$ cat config.mk
export PLATFORM = sky130hd
export DESIGN_NAME = has_activation_sync
export DESIGN_NICKNAME = d
export VERILOG_FILES = /design/src/logic/has_pkg.sv /design/src/logic/has_activation_sync.sv
export VERILOG_INCLUDE_DIRS = /design/src /design/src/logic
export SDC_FILE = /design/constraint.sdc
export NUM_CORES = 1
export LEC_CHECK = 0
export ABC_AREA = 1
export BUFFER_PORTS_ARGS = -buffer_cell sky130_fd_sc_hd__buf_2
export CORE_ASPECT_RATIO = 0.5
export CORE_MARGIN = 5
export CORE_UTILIZATION = 60
export DETAILED_ROUTE_END_ITERATION = 10
export HOLD_SLACK_MARGIN = 0.15
export PLACE_DENSITY = 0.8
export SETUP_SLACK_MARGIN = 0.5
export SYNTH_ARGS = -nofsm -noshare
export SYNTH_HDL_FRONTEND = slang
export SYNTH_SLANG_ARGS = --single-unit
$ cat constraint.sdc
create_clock -name mclk -period 2.4 [get_ports mclk]
set_input_delay 0.48 -clock mclk [delete_from_list [all_inputs] [get_ports mclk]]
set_output_delay 0.48 -clock mclk [all_outputs]
set_load 0.05 [all_outputs]
$ cat src/logic/has_params.svh
// Offsets, field positions, reset values and timing counts of the activation block
`ifndef HAS_PARAMS_SVH
`define HAS_PARAMS_SVH

`define HAS_CLK_HZ 25000000
`define HAS_MS_CYCLES (`HAS_CLK_HZ / 1000)

`define HAS_LOST_S 1
`define HAS_SYNC_LOSS_S 2
`define HAS_ACT_S 30
`define HAS_FRAMER_S 1
`define HAS_LOST_MS 16'(`HAS_LOST_S * 1000)
`define HAS_SYNC_LOSS_MS 16'(`HAS_SYNC_LOSS_S * 1000)
`define HAS_ACT_MS 16'(`HAS_ACT_S * 1000)
`define HAS_FRAMER_MS 16'(`HAS_FRAMER_S * 1000)

`define HAS_OFF_CTRL 4'h0
`define HAS_OFF_STAT 4'h1
`define HAS_OFF_SYNC 4'h2

`define HAS_CTRL_REQ_BIT 0
`define HAS_CTRL_QUIET_BIT 1
`define HAS_CTRL_REMOTE_BIT 2
`define HAS_CTRL_RESTART_BIT 3
`define HAS_CTRL_RESET 3'h0

`endif

$ cat src/logic/has_pkg.sv
// Types shared by the activation and frame-sync block
package has_pkg;

  typedef enum logic [2:0] {
    HAS_DP_INACTIVE = 3'b000,
    HAS_DP_ACTIVATING = 3'b001,
    HAS_DP_ACTIVE1 = 3'b010,
    HAS_DP_ACTIVE2 = 3'b011,
    HAS_DP_PENDING = 3'b100,
    HAS_DP_DEACTIVATED = 3'b101
  } has_pump_t;

  typedef enum logic [1:0] {
    HAS_FR_IDLE = 2'b00,
    HAS_FR_ACTIVE_R = 2'b01,
    HAS_FR_ACTIVE_T = 2'b10,
    HAS_FR_LINK = 2'b11
  } has_framer_t;

  typedef enum logic [3:0] {
    HAS_SY_S0 = 4'h0, HAS_SY_S1 = 4'h1, HAS_SY_S2 = 4'h2, HAS_SY_S3 = 4'h3,
    HAS_SY_S4 = 4'h4, HAS_SY_S5 = 4'h5, HAS_SY_S6 = 4'h6, HAS_SY_S7 = 4'h7,
    HAS_SY_S8 = 4'h8, HAS_SY_S9 = 4'h9, HAS_SY_S10 = 4'hA
  } has_sync_t;

  typedef struct packed {
    logic frame_tick;
    logic sync_match;
    logic alignment_shift;
    logic signal_energy;
    logic signal_absent;
    logic snr_ok;
    logic ind_rx;
    logic rx_payload;
  } has_line_in_t;

  typedef struct packed {
    logic tx_line;
    logic ind_tx;
  } has_line_out_t;

endpackage

$ cat src/logic/has_activation_sync.sv
// Activation and frame-sync control for one HDSL line unit, central or remote role
//
// Contract
// - Idle to Link Active only after indicator exchange or remote timeout
// - Central SNR reached: set flag, enter Active-R
// - Central receives remote bit: enter Active-T
// - Central partial to Link Active needs both bits
// - Active framer states open duplex link
// - Payload transmission only Active or Pending
// - Receive payload High outside Active-1/Active-2
// - Central leaves Inactive on request; remote on energy
// - Central De-Activated to Inactive after 1 s
// - Remote De-Activated to Inactive on signal loss
// - Remote: own flag Active-R, central bit Active-T
// - Remote partial to Link on bit or timeout
// - Two matches reach in-sync State 2
// - Six mismatches from sync reach State 8
// - State 8 to State 0 on timeout/loss
// - Unchanged alignment returns through State 9
// - Changed alignment returns through State 10
// - Sync states map onto pump states
// - Pump state reported as 3-bit code
// - Transmit passes only in codes 010/011/100
`timescale 1ns/1ns
`include "has_params.svh"

module has_activation_sync
  import has_pkg::*;
#(
  parameter int MS_CYCLES = `HAS_MS_CYCLES
) (
  input wire logic mclk,
  input wire logic rst_n,
  input wire logic [3:0] reg_addr,
  input wire logic [7:0] reg_wdata,
  input wire logic reg_wr,
  input wire logic reg_rd,
  output logic [7:0] reg_rdata,
  input wire has_line_in_t line_in,
  output has_line_out_t line_out,
  input wire logic tx_payload,
  output logic rx_payload,
  output logic link_open,
  output logic active,
  output logic [2:0] activation_state_code
);

  logic [15:0] ms_cnt_r;
  logic ms_tick_r;
  logic ctrl_act_req_r;
  logic ctrl_quiet_r;
  logic ctrl_remote_r;
  logic restart_r;
  logic act_req_d_r;
  logic quiet_d_r;
  logic act_rise;
  logic quiet_rise;
  has_pump_t pump_r;
  has_pump_t pump_nxt;
  has_pump_t pend_from_r;
  logic [15:0] pump_tmr_r;
  has_sync_t sync_r;
  has_sync_t sync_nxt;
  logic [15:0] sync_tmr_r;
  logic sync_timeout;
  has_framer_t fr_r;
  has_framer_t fr_nxt;
  logic [15:0] fr_tmr_r;
  logic own_ind_r;
  logic far_ind_r;
  logic framer_run;
  logic [7:0] rdata_r;
  has_line_out_t line_out_r;
  logic rx_payload_r;
  logic link_open_r;
  logic active_r;
  logic [2:0] code_r;

  // Millisecond enable keeps all second-scale timers at 16 bits
  always_ff @(posedge mclk or negedge rst_n) begin
    if (!rst_n) begin
      ms_cnt_r <= 16'h0000;
      ms_tick_r <= 1'b0;
    end else if (ms_cnt_r == 16'(MS_CYCLES - 1)) begin
      ms_cnt_r <= 16'h0000;
      ms_tick_r <= 1'b1;
    end else begin
      ms_cnt_r <= ms_cnt_r + 16'h0001;
      ms_tick_r <= 1'b0;
    end
  end

  // Control register
  always_ff @(posedge mclk or negedge rst_n) begin
    if (!rst_n) begin
      ctrl_act_req_r <= 1'b0;
      ctrl_quiet_r <= 1'b0;
      ctrl_remote_r <= 1'b0;
      restart_r <= 1'b0;
    end else begin
      restart_r <= 1'b0;
      if (reg_wr && reg_addr == `HAS_OFF_CTRL) begin
        ctrl_act_req_r <= reg_wdata[`HAS_CTRL_REQ_BIT];
        ctrl_quiet_r <= reg_wdata[`HAS_CTRL_QUIET_BIT];
        ctrl_remote_r <= reg_wdata[`HAS_CTRL_REMOTE_BIT];
        restart_r <= reg_wdata[`HAS_CTRL_RESTART_BIT];
      end
    end
  end

  // Request is a level; only its rising edge starts one activation
  always_ff @(posedge mclk or negedge rst_n) begin
    if (!rst_n) begin
      act_req_d_r <= 1'b0;
      quiet_d_r <= 1'b0;
    end else begin
      act_req_d_r <= ctrl_act_req_r;
      quiet_d_r <= ctrl_quiet_r;
    end
  end

  assign act_rise = ctrl_act_req_r & ~act_req_d_r;
  assign quiet_rise = ctrl_quiet_r & ~quiet_d_r;

  // Frame-sync machine, stepped by received frame timing
  always_comb begin
    sync_nxt = sync_r;
    if (line_in.frame_tick) begin
      case (sync_r)
        HAS_SY_S0: sync_nxt = line_in.sync_match ? HAS_SY_S1 : HAS_SY_S0;
        HAS_SY_S1: sync_nxt = line_in.sync_match ? HAS_SY_S2 : HAS_SY_S0;
        HAS_SY_S2, HAS_SY_S3, HAS_SY_S4, HAS_SY_S5, HAS_SY_S6, HAS_SY_S7: begin
          sync_nxt = line_in.sync_match ? HAS_SY_S2 : has_sync_t'(sync_r + 4'h1);
        end
        HAS_SY_S8: begin
          if (line_in.sync_match) begin
            sync_nxt = line_in.alignment_shift ? HAS_SY_S10 : HAS_SY_S9;
          end
        end
        HAS_SY_S9: begin
          sync_nxt = (line_in.sync_match && !line_in.alignment_shift) ?
                     HAS_SY_S2 : HAS_SY_S8;
        end
        HAS_SY_S10: sync_nxt = line_in.sync_match ? HAS_SY_S2 : HAS_SY_S8;
        default: sync_nxt = HAS_SY_S0;
      endcase
    end
    if (sync_r >= HAS_SY_S8 && (sync_timeout || line_in.signal_absent)) begin
      sync_nxt = HAS_SY_S0;
    end
    if (pump_r == HAS_DP_INACTIVE || pump_r == HAS_DP_DEACTIVATED || restart_r) begin
      sync_nxt = HAS_SY_S0;
    end
  end

  always_ff @(posedge mclk or negedge rst_n) begin
    if (!rst_n) begin
      sync_r <= HAS_SY_S0;
    end else begin
      sync_r <= sync_nxt;
    end
  end

  // Sync-loss timer runs only while out of sync after losing it
  always_ff @(posedge mclk or negedge rst_n) begin
    if (!rst_n) begin
      sync_tmr_r <= 16'h0000;
    end else if (sync_r < HAS_SY_S8) begin
      sync_tmr_r <= 16'h0000;
    end else if (ms_tick_r && !sync_timeout) begin
      sync_tmr_r <= sync_tmr_r + 16'h0001;
    end
  end

  assign sync_timeout = (sync_tmr_r >= `HAS_SYNC_LOSS_MS);

  // Data-pump activation machine, driven by the sync state
  always_comb begin
    pump_nxt = pump_r;
    case (pump_r)
      HAS_DP_INACTIVE: begin
        if (ctrl_remote_r ? line_in.signal_energy : (act_rise && !ctrl_quiet_r)) begin
          pump_nxt = HAS_DP_ACTIVATING;
        end
      end
      HAS_DP_ACTIVATING: begin
        if (sync_r == HAS_SY_S2) begin
          pump_nxt = HAS_DP_ACTIVE1;
        end else if (pump_tmr_r >= `HAS_ACT_MS) begin
          pump_nxt = HAS_DP_DEACTIVATED;
        end
      end
      HAS_DP_ACTIVE1, HAS_DP_ACTIVE2: begin
        if (quiet_rise) begin
          pump_nxt = HAS_DP_DEACTIVATED;
        end else if (sync_r == HAS_SY_S8) begin
          pump_nxt = HAS_DP_PENDING;
        end else if (pump_r == HAS_DP_ACTIVE1 && pump_tmr_r >= `HAS_ACT_MS) begin
          pump_nxt = HAS_DP_ACTIVE2;
        end
      end
      HAS_DP_PENDING: begin
        if (sync_r == HAS_SY_S2) begin
          pump_nxt = pend_from_r;
        end else if (sync_r == HAS_SY_S0) begin
          pump_nxt = HAS_DP_DEACTIVATED;
        end
      end
      HAS_DP_DEACTIVATED: begin
        if (ctrl_remote_r) begin
          if (line_in.signal_absent) begin
            pump_nxt = HAS_DP_INACTIVE;
          end
        end else if (line_in.signal_absent && pump_tmr_r >= `HAS_LOST_MS) begin
          pump_nxt = HAS_DP_INACTIVE;
        end
      end
      default: pump_nxt = HAS_DP_INACTIVE;
    endcase
    if (restart_r) begin
      pump_nxt = HAS_DP_INACTIVE;
    end
  end

  always_ff @(posedge mclk or negedge rst_n) begin
    if (!rst_n) begin
      pump_r <= HAS_DP_INACTIVE;
      pend_from_r <= HAS_DP_ACTIVE1;
    end else begin
      pump_r <= pump_nxt;
      if (pump_nxt == HAS_DP_PENDING && pump_r != HAS_DP_PENDING) begin
        pend_from_r <= pump_r;
      end
    end
  end

  // State timer; in De-Activated it measures continuous signal absence
  always_ff @(posedge mclk or negedge rst_n) begin
    if (!rst_n) begin
      pump_tmr_r <= 16'h0000;
    end else if (pump_nxt != pump_r) begin
      pump_tmr_r <= 16'h0000;
    end else if (pump_r == HAS_DP_DEACTIVATED && !line_in.signal_absent) begin
      pump_tmr_r <= 16'h0000;
    end else if (ms_tick_r && pump_tmr_r != 16'hFFFF) begin
      pump_tmr_r <= pump_tmr_r + 16'h0001;
    end
  end

  // Framer runs only once the pump is in sync
  assign framer_run = (pump_r == HAS_DP_ACTIVE1) || (pump_r == HAS_DP_ACTIVE2) ||
                      (pump_r == HAS_DP_PENDING);

  // Own flag is the central bit as central unit, the remote bit as remote
  always_ff @(posedge mclk or negedge rst_n) begin
    if (!rst_n) begin
      own_ind_r <= 1'b0;
      far_ind_r <= 1'b0;
    end else if (!framer_run || restart_r) begin
      own_ind_r <= 1'b0;
      far_ind_r <= 1'b0;
    end else begin
      if (line_in.snr_ok) begin
        own_ind_r <= 1'b1;
      end
      if (line_in.ind_rx) begin
        far_ind_r <= 1'b1;
      end
    end
  end

  always_comb begin
    fr_nxt = fr_r;
    case (fr_r)
      HAS_FR_IDLE: begin
        if (own_ind_r) begin
          fr_nxt = HAS_FR_ACTIVE_R;
        end else if (far_ind_r) begin
          fr_nxt = HAS_FR_ACTIVE_T;
        end
      end
      HAS_FR_ACTIVE_R, HAS_FR_ACTIVE_T: begin
        if (own_ind_r && far_ind_r) begin
          fr_nxt = HAS_FR_LINK;
        end else if (ctrl_remote_r && fr_tmr_r >= `HAS_FRAMER_MS) begin
          fr_nxt = HAS_FR_LINK;
        end
      end
      HAS_FR_LINK: fr_nxt = HAS_FR_LINK;
      default: fr_nxt = HAS_FR_IDLE;
    endcase
    if (!framer_run || restart_r) begin
      fr_nxt = HAS_FR_IDLE;
    end
  end

  always_ff @(posedge mclk or negedge rst_n) begin
    if (!rst_n) begin
      fr_r <= HAS_FR_IDLE;
    end else begin
      fr_r <= fr_nxt;
    end
  end

  // Partial-state timer, only consulted in the remote role
  always_ff @(posedge mclk or negedge rst_n) begin
    if (!rst_n) begin
      fr_tmr_r <= 16'h0000;
    end else if (fr_nxt != fr_r) begin
      fr_tmr_r <= 16'h0000;
    end else if (ms_tick_r && fr_tmr_r != 16'hFFFF) begin
      fr_tmr_r <= fr_tmr_r + 16'h0001;
    end
  end

  // Line-facing and status outputs, all registered
  always_ff @(posedge mclk or negedge rst_n) begin
    if (!rst_n) begin
      line_out_r <= '0;
      rx_payload_r <= 1'b1;
      link_open_r <= 1'b0;
      active_r <= 1'b0;
      code_r <= HAS_DP_INACTIVE;
    end else begin
      // Outside transparent states the line is held at a constant one
      line_out_r.tx_line <= (pump_r == HAS_DP_ACTIVE1 || pump_r == HAS_DP_ACTIVE2 ||
                             pump_r == HAS_DP_PENDING) ? tx_payload : 1'b1;
      line_out_r.ind_tx <= own_ind_r;
      rx_payload_r <= (pump_r == HAS_DP_ACTIVE1 || pump_r == HAS_DP_ACTIVE2) ?
                      line_in.rx_payload : 1'b1;
      link_open_r <= (fr_r != HAS_FR_IDLE);
      active_r <= (pump_r == HAS_DP_ACTIVE1 || pump_r == HAS_DP_ACTIVE2);
      code_r <= pump_r;
    end
  end

  // Register reads; unmapped offsets read zero
  always_ff @(posedge mclk or negedge rst_n) begin
    if (!rst_n) begin
      rdata_r <= 8'h00;
    end else if (reg_rd) begin
      case (reg_addr)
        `HAS_OFF_CTRL: rdata_r <= {5'h00, ctrl_remote_r, ctrl_quiet_r, ctrl_act_req_r};
        `HAS_OFF_STAT: rdata_r <= {1'b0, far_ind_r, own_ind_r, fr_r, pump_r};
        `HAS_OFF_SYNC: rdata_r <= {4'h0, sync_r};
        default: rdata_r <= 8'h00;
      endcase
    end else begin
      rdata_r <= 8'h00;
    end
  end

  assign reg_rdata = rdata_r;
  assign line_out = line_out_r;
  assign rx_payload = rx_payload_r;
  assign link_open = link_open_r;
  assign active = active_r;
  assign activation_state_code = code_r;

endmodule

==> results of run 1 <==
layout by cell type, fill, tap and decap left out, types with 7 or more instances in the layout:
cell type / n
nand4_1: 11
nand2_4: 7
buf_4: 49
nand3_1: 44
nand2_1: 135
buf_2: 34
o21ai_0: 14
clkbuf_16: 9
xor2_1: 19
nor2_4: 16
nor2_1: 68
dfrtp_1: 89
nor2_2: 15
nor3_1: 13
a21oi_1: 18
nand2_2: 13
dfrtp_2: 9
inv_1: 89
inv_2: 8
ha_1: 9
worst max-delay path: stages (launching register included):
cell,delay (ns)
dfrtp_1,0.39
ha_2,0.24
nand3_4,0.09
nor3_4,0.19
nand3_1,0.14
or2_2,0.32
nor3_2,0.16
xor2_1,0.34
nor2_4,0.07
per-layer routing:
layer | vias up | share of wire | track usage
met2 | 220 | 0.51 | 0.373
met3 | 50 | 0.060 | 0.0527
met1 | 2409 | 0.40 | 0.290
li1 | 2303 | - | -
met4 | 0 | 0.032 | 0.0797
met5 | - | 0 | 0
final cells by class:
class,count,area [µm²],share of cell area
clock inverters,7,82.6,0.0122
repair buffers,88,611,0.0899
multi-input cells,458,2810,0.413
inverters,103,408,0.0600
well taps,117,146,0.0215
clock buffers,9,225,0.0331
flip-flops and latches,100,2520,0.370
path summary, 6_finish.rpt:
kind / cells after the start / to / slack [ns] / start
setup / recovery: 8 / pump_tmr_r[14] / 0.35 / pump_tmr_r[1]
hold / removal: 3 / rx_payload / 0.30 / line_in[0]
setup reg to reg: 8 / pump_tmr_r[14] / 0.35 / pump_tmr_r[1]
hold reg to reg: 0 / act_req_d_r / 0.43 / ctrl_act_req_r
max in group asynchronous: 3 / rx_payload / 1.05 / rst_n
min in group asynchronous: 2 / ms_cnt_r[8] / 0.61 / rst_n
flip-flops by register name, summed over array words and instances (netlist names), 2 cells and up:
| signal | flops |
|---|---|
| pend_from_r | 3 |
| sync_r | 4 |
| fr_r | 2 |
| fr_tmr_r | 16 |
| ms_cnt_r | 16 |
| activation_state_code | 3 |
| reg_rdata | 7 |
| line_out | 2 |
| sync_tmr_r | 16 |
| pump_r | 3 |
| pump_tmr_r | 16 |
where the power goes:
part           internal, mW  switching (mW)
Clock                 0.825           0.690
Combinational         0.969            1.84
Sequential             1.82           0.159
repair_timing:
action	4_1_cts	5_1_grt
endpoints found under the hold margin	30	0
setup endpoints to repair	38	51
pin swaps	6	27
buffers inserted	15	33
gates cloned	1	1
gates resized for setup	18	111
hold buffers	1	0
through the flow:
stage | hold WS, ns | setup slack, ns | total power, mW | std cells | instance area, µm²
after floorplan | 0.184 | 0.591 | 3.13 | 665 | 5280
after global placement | 0.417 | 0.350 | 3.39 | 815 | 5610
after detailed placement | 0.413 | 0.296 | 3.41 | 815 | 5610
after CTS | 0.302 | 0.482 | 5.15 | 848 | 6120
after global routing | 0.328 | 0.225 | 6.57 | 882 | 6790
final | 0.300 | 0.350 | 6.31 | 882 | 6790
logic make-up (layout without fill, tap and decap cells):
family,Yosys count,after routing
xor+xnor,26,26
compound gates,63,63
simple gates,350,352
other cells,1,1
flops,100,100
mux,2,2
fa+ha+maj,14,14
buf+inv,109,207
==> impl_metrics.tcl, run 1 <==
set metrics [dict create \
    cts_buffer_depth 2 \
    finClkSkew_ns 0.00948 \
    track_usage 0.225 \
    rows 24 \
    ant_nets 0 \
    synth_edf_count 0 \
    viasPerCell 5.65 \
    leakage_nw 3.27 \
    cp-start-kind "flip-flop" \
    synth_top_family_by_area "simple AND/OR/NAND/NOR gates" \
    wl_per_cell_um 16.4 \
    fmax_ghz 0.488 \
    hold_viol 0 \
    synth_top_area_cell "dfrtp_1" \
    finalSetupViolCount 0 \
    syn_to_final_growth_pct 28.6 \
    layout-drive-gt1-share 0.288 \
    overflow 0 \
    critical_path_class "reg -> reg" \
    io_pins 41 \
    place.gp.congestion 0.863 \
    synthMuxAreaShare 0.00426 \
    endpoint_kind "flip-flop" \
    path_max_fanout 3 \
    drt-initial-drc-count 401 \
    synthXorXnorAreaFrac 0.0431 \
    async_flop_share 1.00 \
    synthCells 665 \
    nets 799 \
    synth.most_common_cell "nand2_1" \
    antenna_cells 0 \
    initial_core_util 0.611 \
    hold_path.class "in -> reg" \
    synthAdderAreaFrac 0.0332 \
    p_per_area_nw_per_um2 929 \
    synth_top_flop_cell "dfrtp_1" \
    synth_top_area_frac 0.464 \
    grt_max_degree 46 \
    ys_types 45 \
    fin_util 0.786 \
    synth.area.top_cells "dfrtp_1 (46%), nand2_1 (11%), inv_1 (6.9%), nor2_1 (6.1%), nand3_1 (4.8%)" \
    grt_pass1_wl_um 20100 \
    core_um2 8650 \
    drv_slew 0 \
    grt_antenna_before_repair 0 \
    die_h_um 76.3 \
    ir_drop_v 0.000787 \
    n_fill_cell 529 \
    cts_tree "built" \
    drt-pass1-iter-count 5 \
    setup_tns_ns 0 \
    dieArea_um2 10900 \
    yosysWarnings 0 \
    drc 0 \
    path_clk_slew_ns 0.07 \
    worstPathArrival_ns 2.28 \
    clk_latency_ns 0.36 \
    worstMarginPinSlew_ns 0.512 \
    post-route-period-util 0.854 \
    syn_area_um2 5280 \
    cts-buffers-inserted 9 \
    synth_area_per_cell_um2 7.94 \
    fp.dieW_um 143 \
    htreeDepth 3 \
    rsz0062_at_grt "true" \
    dp_hpwl_um 7490 \
    worstPathRequired_ns 2.63 \
    yosys.area_share.simple 0.293 \
    port_buffers 35 \
    slew_headroom 0.656 \
    syn-num-nets 704 \
    grt_pass1_vias 4447 \
    ys_ff_latch 100 \
    cap_violations 0 \
    synth_compound_area_frac 0.0713 \
    clock-sinks 100 \
    yosysSeqAreaShare 0.474 \
    synth_common_cells "nand2_1 (150), dfrtp_1 (98), inv_1 (97)" \
    run_status "complete, no violations" \
    drt-total-wl_um 14400 \
    dr_total_vias 4982 \
    min_period_ns 2.05 \
    clk_root_buffer_cell "clkbuf_16" \
]
Note: power is estimated with default switching activity, not from simulation.
==> inputs of run 2 (changes only) <==
ABC_AREA = 0   (was 1)
==> impl_metrics.tcl, run 2 <==
set metrics [dict create \
    dp_cells 692 \
    multi_input_area_um2 2950 \
    synthCells 536 \
    io_pins 41 \
    place.gp.congestion 0.870 \
    grt_antenna_before_repair 0 \
    slew_headroom 0.602 \
    violations "setup timing" \
    die_h_um 75.8 \
    placedInstanceArea_um2 5690 \
    synth_area_per_cell_um2 9.71 \
    synth_edf_count 0 \
    clkPwrFrac 0.283 \
    layout-drive-gt1-share 0.293 \
    async_flop_share 1.00 \
    wl_per_cell_um 17.6 \
    dieArea_um2 10700 \
    hold_viol 0 \
    rows 24 \
    initial_core_util 0.606 \
    core_um2 8590 \
    cts_buffer_depth 2 \
    yosysSeqAreaShare 0.481 \
    finalSetupViolCount 1 \
    rsz0062_at_grt "true" \
    path_cells "or4_4 > o41ai_4 > o211ai_1 > a311oi_2 > nand4b_4 > buf_4 > nor2_1" \
    drc 0 \
    post-route-period-util 1.00 \
    nets 652 \
    fp.dieW_um 142 \
    power_frac_seq 0.362 \
    ys_ff_latch 100 \
    drv_slew 0 \
    dr_total_vias 4424 \
    synth_top_area_cell "dfrtp_1" \
    run_status "finished, violations left" \
    setup_slack_ns -0.00620 \
    syn-num-nets 575 \
    grt_max_degree 43 \
    switchingPower_mw 1.87 \
    overflow 0 \
    dp_hpwl_um 7290 \
    synth.most_common_cell "dfrtp_1" \
    fmax_ghz 0.416 \
    setup_tns_ns -0.00620 \
    comb_power_share 0.355 \
    critical_path_class "reg -> reg" \
    mostFrequentLayoutCells "dfrtp_1 (94), nor2_1 (65), buf_4 (35)" \
    endpoint_kind "flip-flop" \
    grt.met2_usage 0.393 \
    grt_pass1_vias 4024 \
    p_per_area_nw_per_um2 805 \
    drt-pass1-iter-count 5 \
    slowest_delay_ns 0.56 \
    leakage_nw 2.88 \
    synth.area.top_cells "dfrtp_1 (47%), nor2_1 (6.1%), xnor2_1 (4.2%), ha_1 (3.4%), xor2_1 (3.2%)" \
    synth_common_cells "dfrtp_1 (98), nor2_1 (85), nand2_1 (33)" \
    min_period_ns 2.41 \
    fin_area_um2 6580 \
    synth_top_flop_cell "dfrtp_1" \
    drt-initial-drc-count 411 \
    synth_top_area_frac 0.471 \
    ir_drop_v 0.000452 \
    p_int_mw 3.42 \
    final_common_cell "dfrtp_1" \
    slowest_stage "or4_4" \
    ant_nets 0 \
    cap_violations 0 \
    path_clk_slew_ns 0.06 \
    path_max_fanout 8 \
    clk_latency_ns 0.35 \
    worstPathArrival_ns 2.68 \
    htreeDepth 3 \
    clk_root_buffer_cell "clkbuf_16" \
    place_ws_ns 0.00878 \
    drt-total-wl_um 13000 \
    ys_types 63 \
    syn_area_um2 5200 \
    cts_tree "built" \
    fin_cells 735 \
    swShare 0.354 \
    met1_usage 0.284 \
    finClkSkew_ns 0.00930 \
    yosysWarnings 0 \
    fin_util 0.766 \
    grt_use_met3 0.0520 \
    viasPerCell 6.02 \
    track_usage 0.222 \
    port_buffers 35 \
    antenna_cells 0 \
    worstMarginPinSlew_ns 0.590 \
    grt_pass1_wl_um 19100 \
    worstPathRequired_ns 2.67 \
    seq_area_um2 2510 \
    top_usage_layer "met2" \
    cp-start-kind "flip-flop" \
    hold_path.class "in -> reg" \
    n_fill_cell 532 \
    syn_to_final_growth_pct 26.4 \
    clock-sinks 100 \
    cts-buffers-inserted 9 \
]
## run 2: changes by cell type after synthesis, moves of 8 or more
cell,change
and2_1,+13
nand2b_1,+12
xnor2_1,+21
clkbuf_1,+13
nand2_1,-117
nor2_2,-13
inv_1,-76
nor2b_1,+8
nand3_1,-22
nor3_1,-13
## run 2: final timing paths
check / slack, ns / endpoint / cells after the start / startpoint
max in group asynchronous: 1.01 / rx_payload / 3 / rst_n
hold reg to reg: 0.44 / act_req_d_r / 0 / ctrl_act_req_r
min in group asynchronous: 0.67 / ms_cnt_r[9] / 2 / rst_n
hold / removal: 0.33 / line_out[1] / 2 / tx_payload
setup / recovery: -0.006 / pump_tmr_r[11] / 7 / ctrl_remote_r
setup reg to reg: -0.006 / pump_tmr_r[11] / 7 / ctrl_remote_r
## run 2: through the flow
step                      hold slack [ns]  power (mW)
final                               0.327        5.29
after detailed placement            0.427        3.19
after CTS                           0.321        4.99
after global placement              0.411        3.16
after floorplan                     0.184        2.84
after global routing                0.316        5.49
## run 2: timing repair
item | in CTS | in global routing
pin swaps | 27 | 21
setup buffers | 23 | 2
endpoints found under the hold margin | 40 | 0
gates cloned | 1 | 0
hold buffers | 1 | 0
endpoints found under the setup margin | 45 | 53
resized for setup | 45 | 46
## run 2: critical path: cells and delay by family (launching register included)
| family | cells | cell delay [ns] |
|---|---|---|
| buf+inv | 1 | 0.22 |
| flops | 1 | 0.39 |
| simple gates | 3 | 0.91 |
| compound gates | 3 | 0.80 |
## run 2: area by class of cell
type                    instances  share of cell area
multi-input cells             399               0.449
flip-flops and latches        100               0.382
repair buffers                 82              0.0892
clock buffers                  11              0.0369
well taps                     117              0.0223
inverters                      21              0.0120
clock inverters                 5             0.00932
## run 2: logic make-up (layout without fill, tap and decap cells)
logic type / Yosys count / in the layout / synth area share
AOI/OAI and AO/OA: 86 / 87 / 0.118
xor gates and xnor gates: 44 / 44 / 0.0741
adders and majority gates: 14 / 14 / 0.0337
buffers and inverters: 38 / 119 / 0.0298
DFF: 100 / 100 / 0.481
muxes: 11 / 11 / 0.0221
other: 1 / 1 / 0.000721
and+or+nand+nor: 242 / 242 / 0.240
## run 2: metal layers
layer	vias to the layer above	part of all wire
met3	37	0.045
li1	2031	-
met5	-	0
met2	153	0.51
met1	2203	0.42
met4	0	0.025
## run 2: power groups by stage
stage / logic [mW] / clock network (mW) / registers [mW]
2_1_floorplan: 0.746 / 0 / 2.09
3_3_place_gp: 1.24 / 0 / 1.93
3_5_place_dp: 1.26 / 0 / 1.93
4_1_cts: 1.60 / 1.49 / 1.90
5_1_grt: 1.98 / 1.58 / 1.93
6_report: 1.88 / 1.50 / 1.92
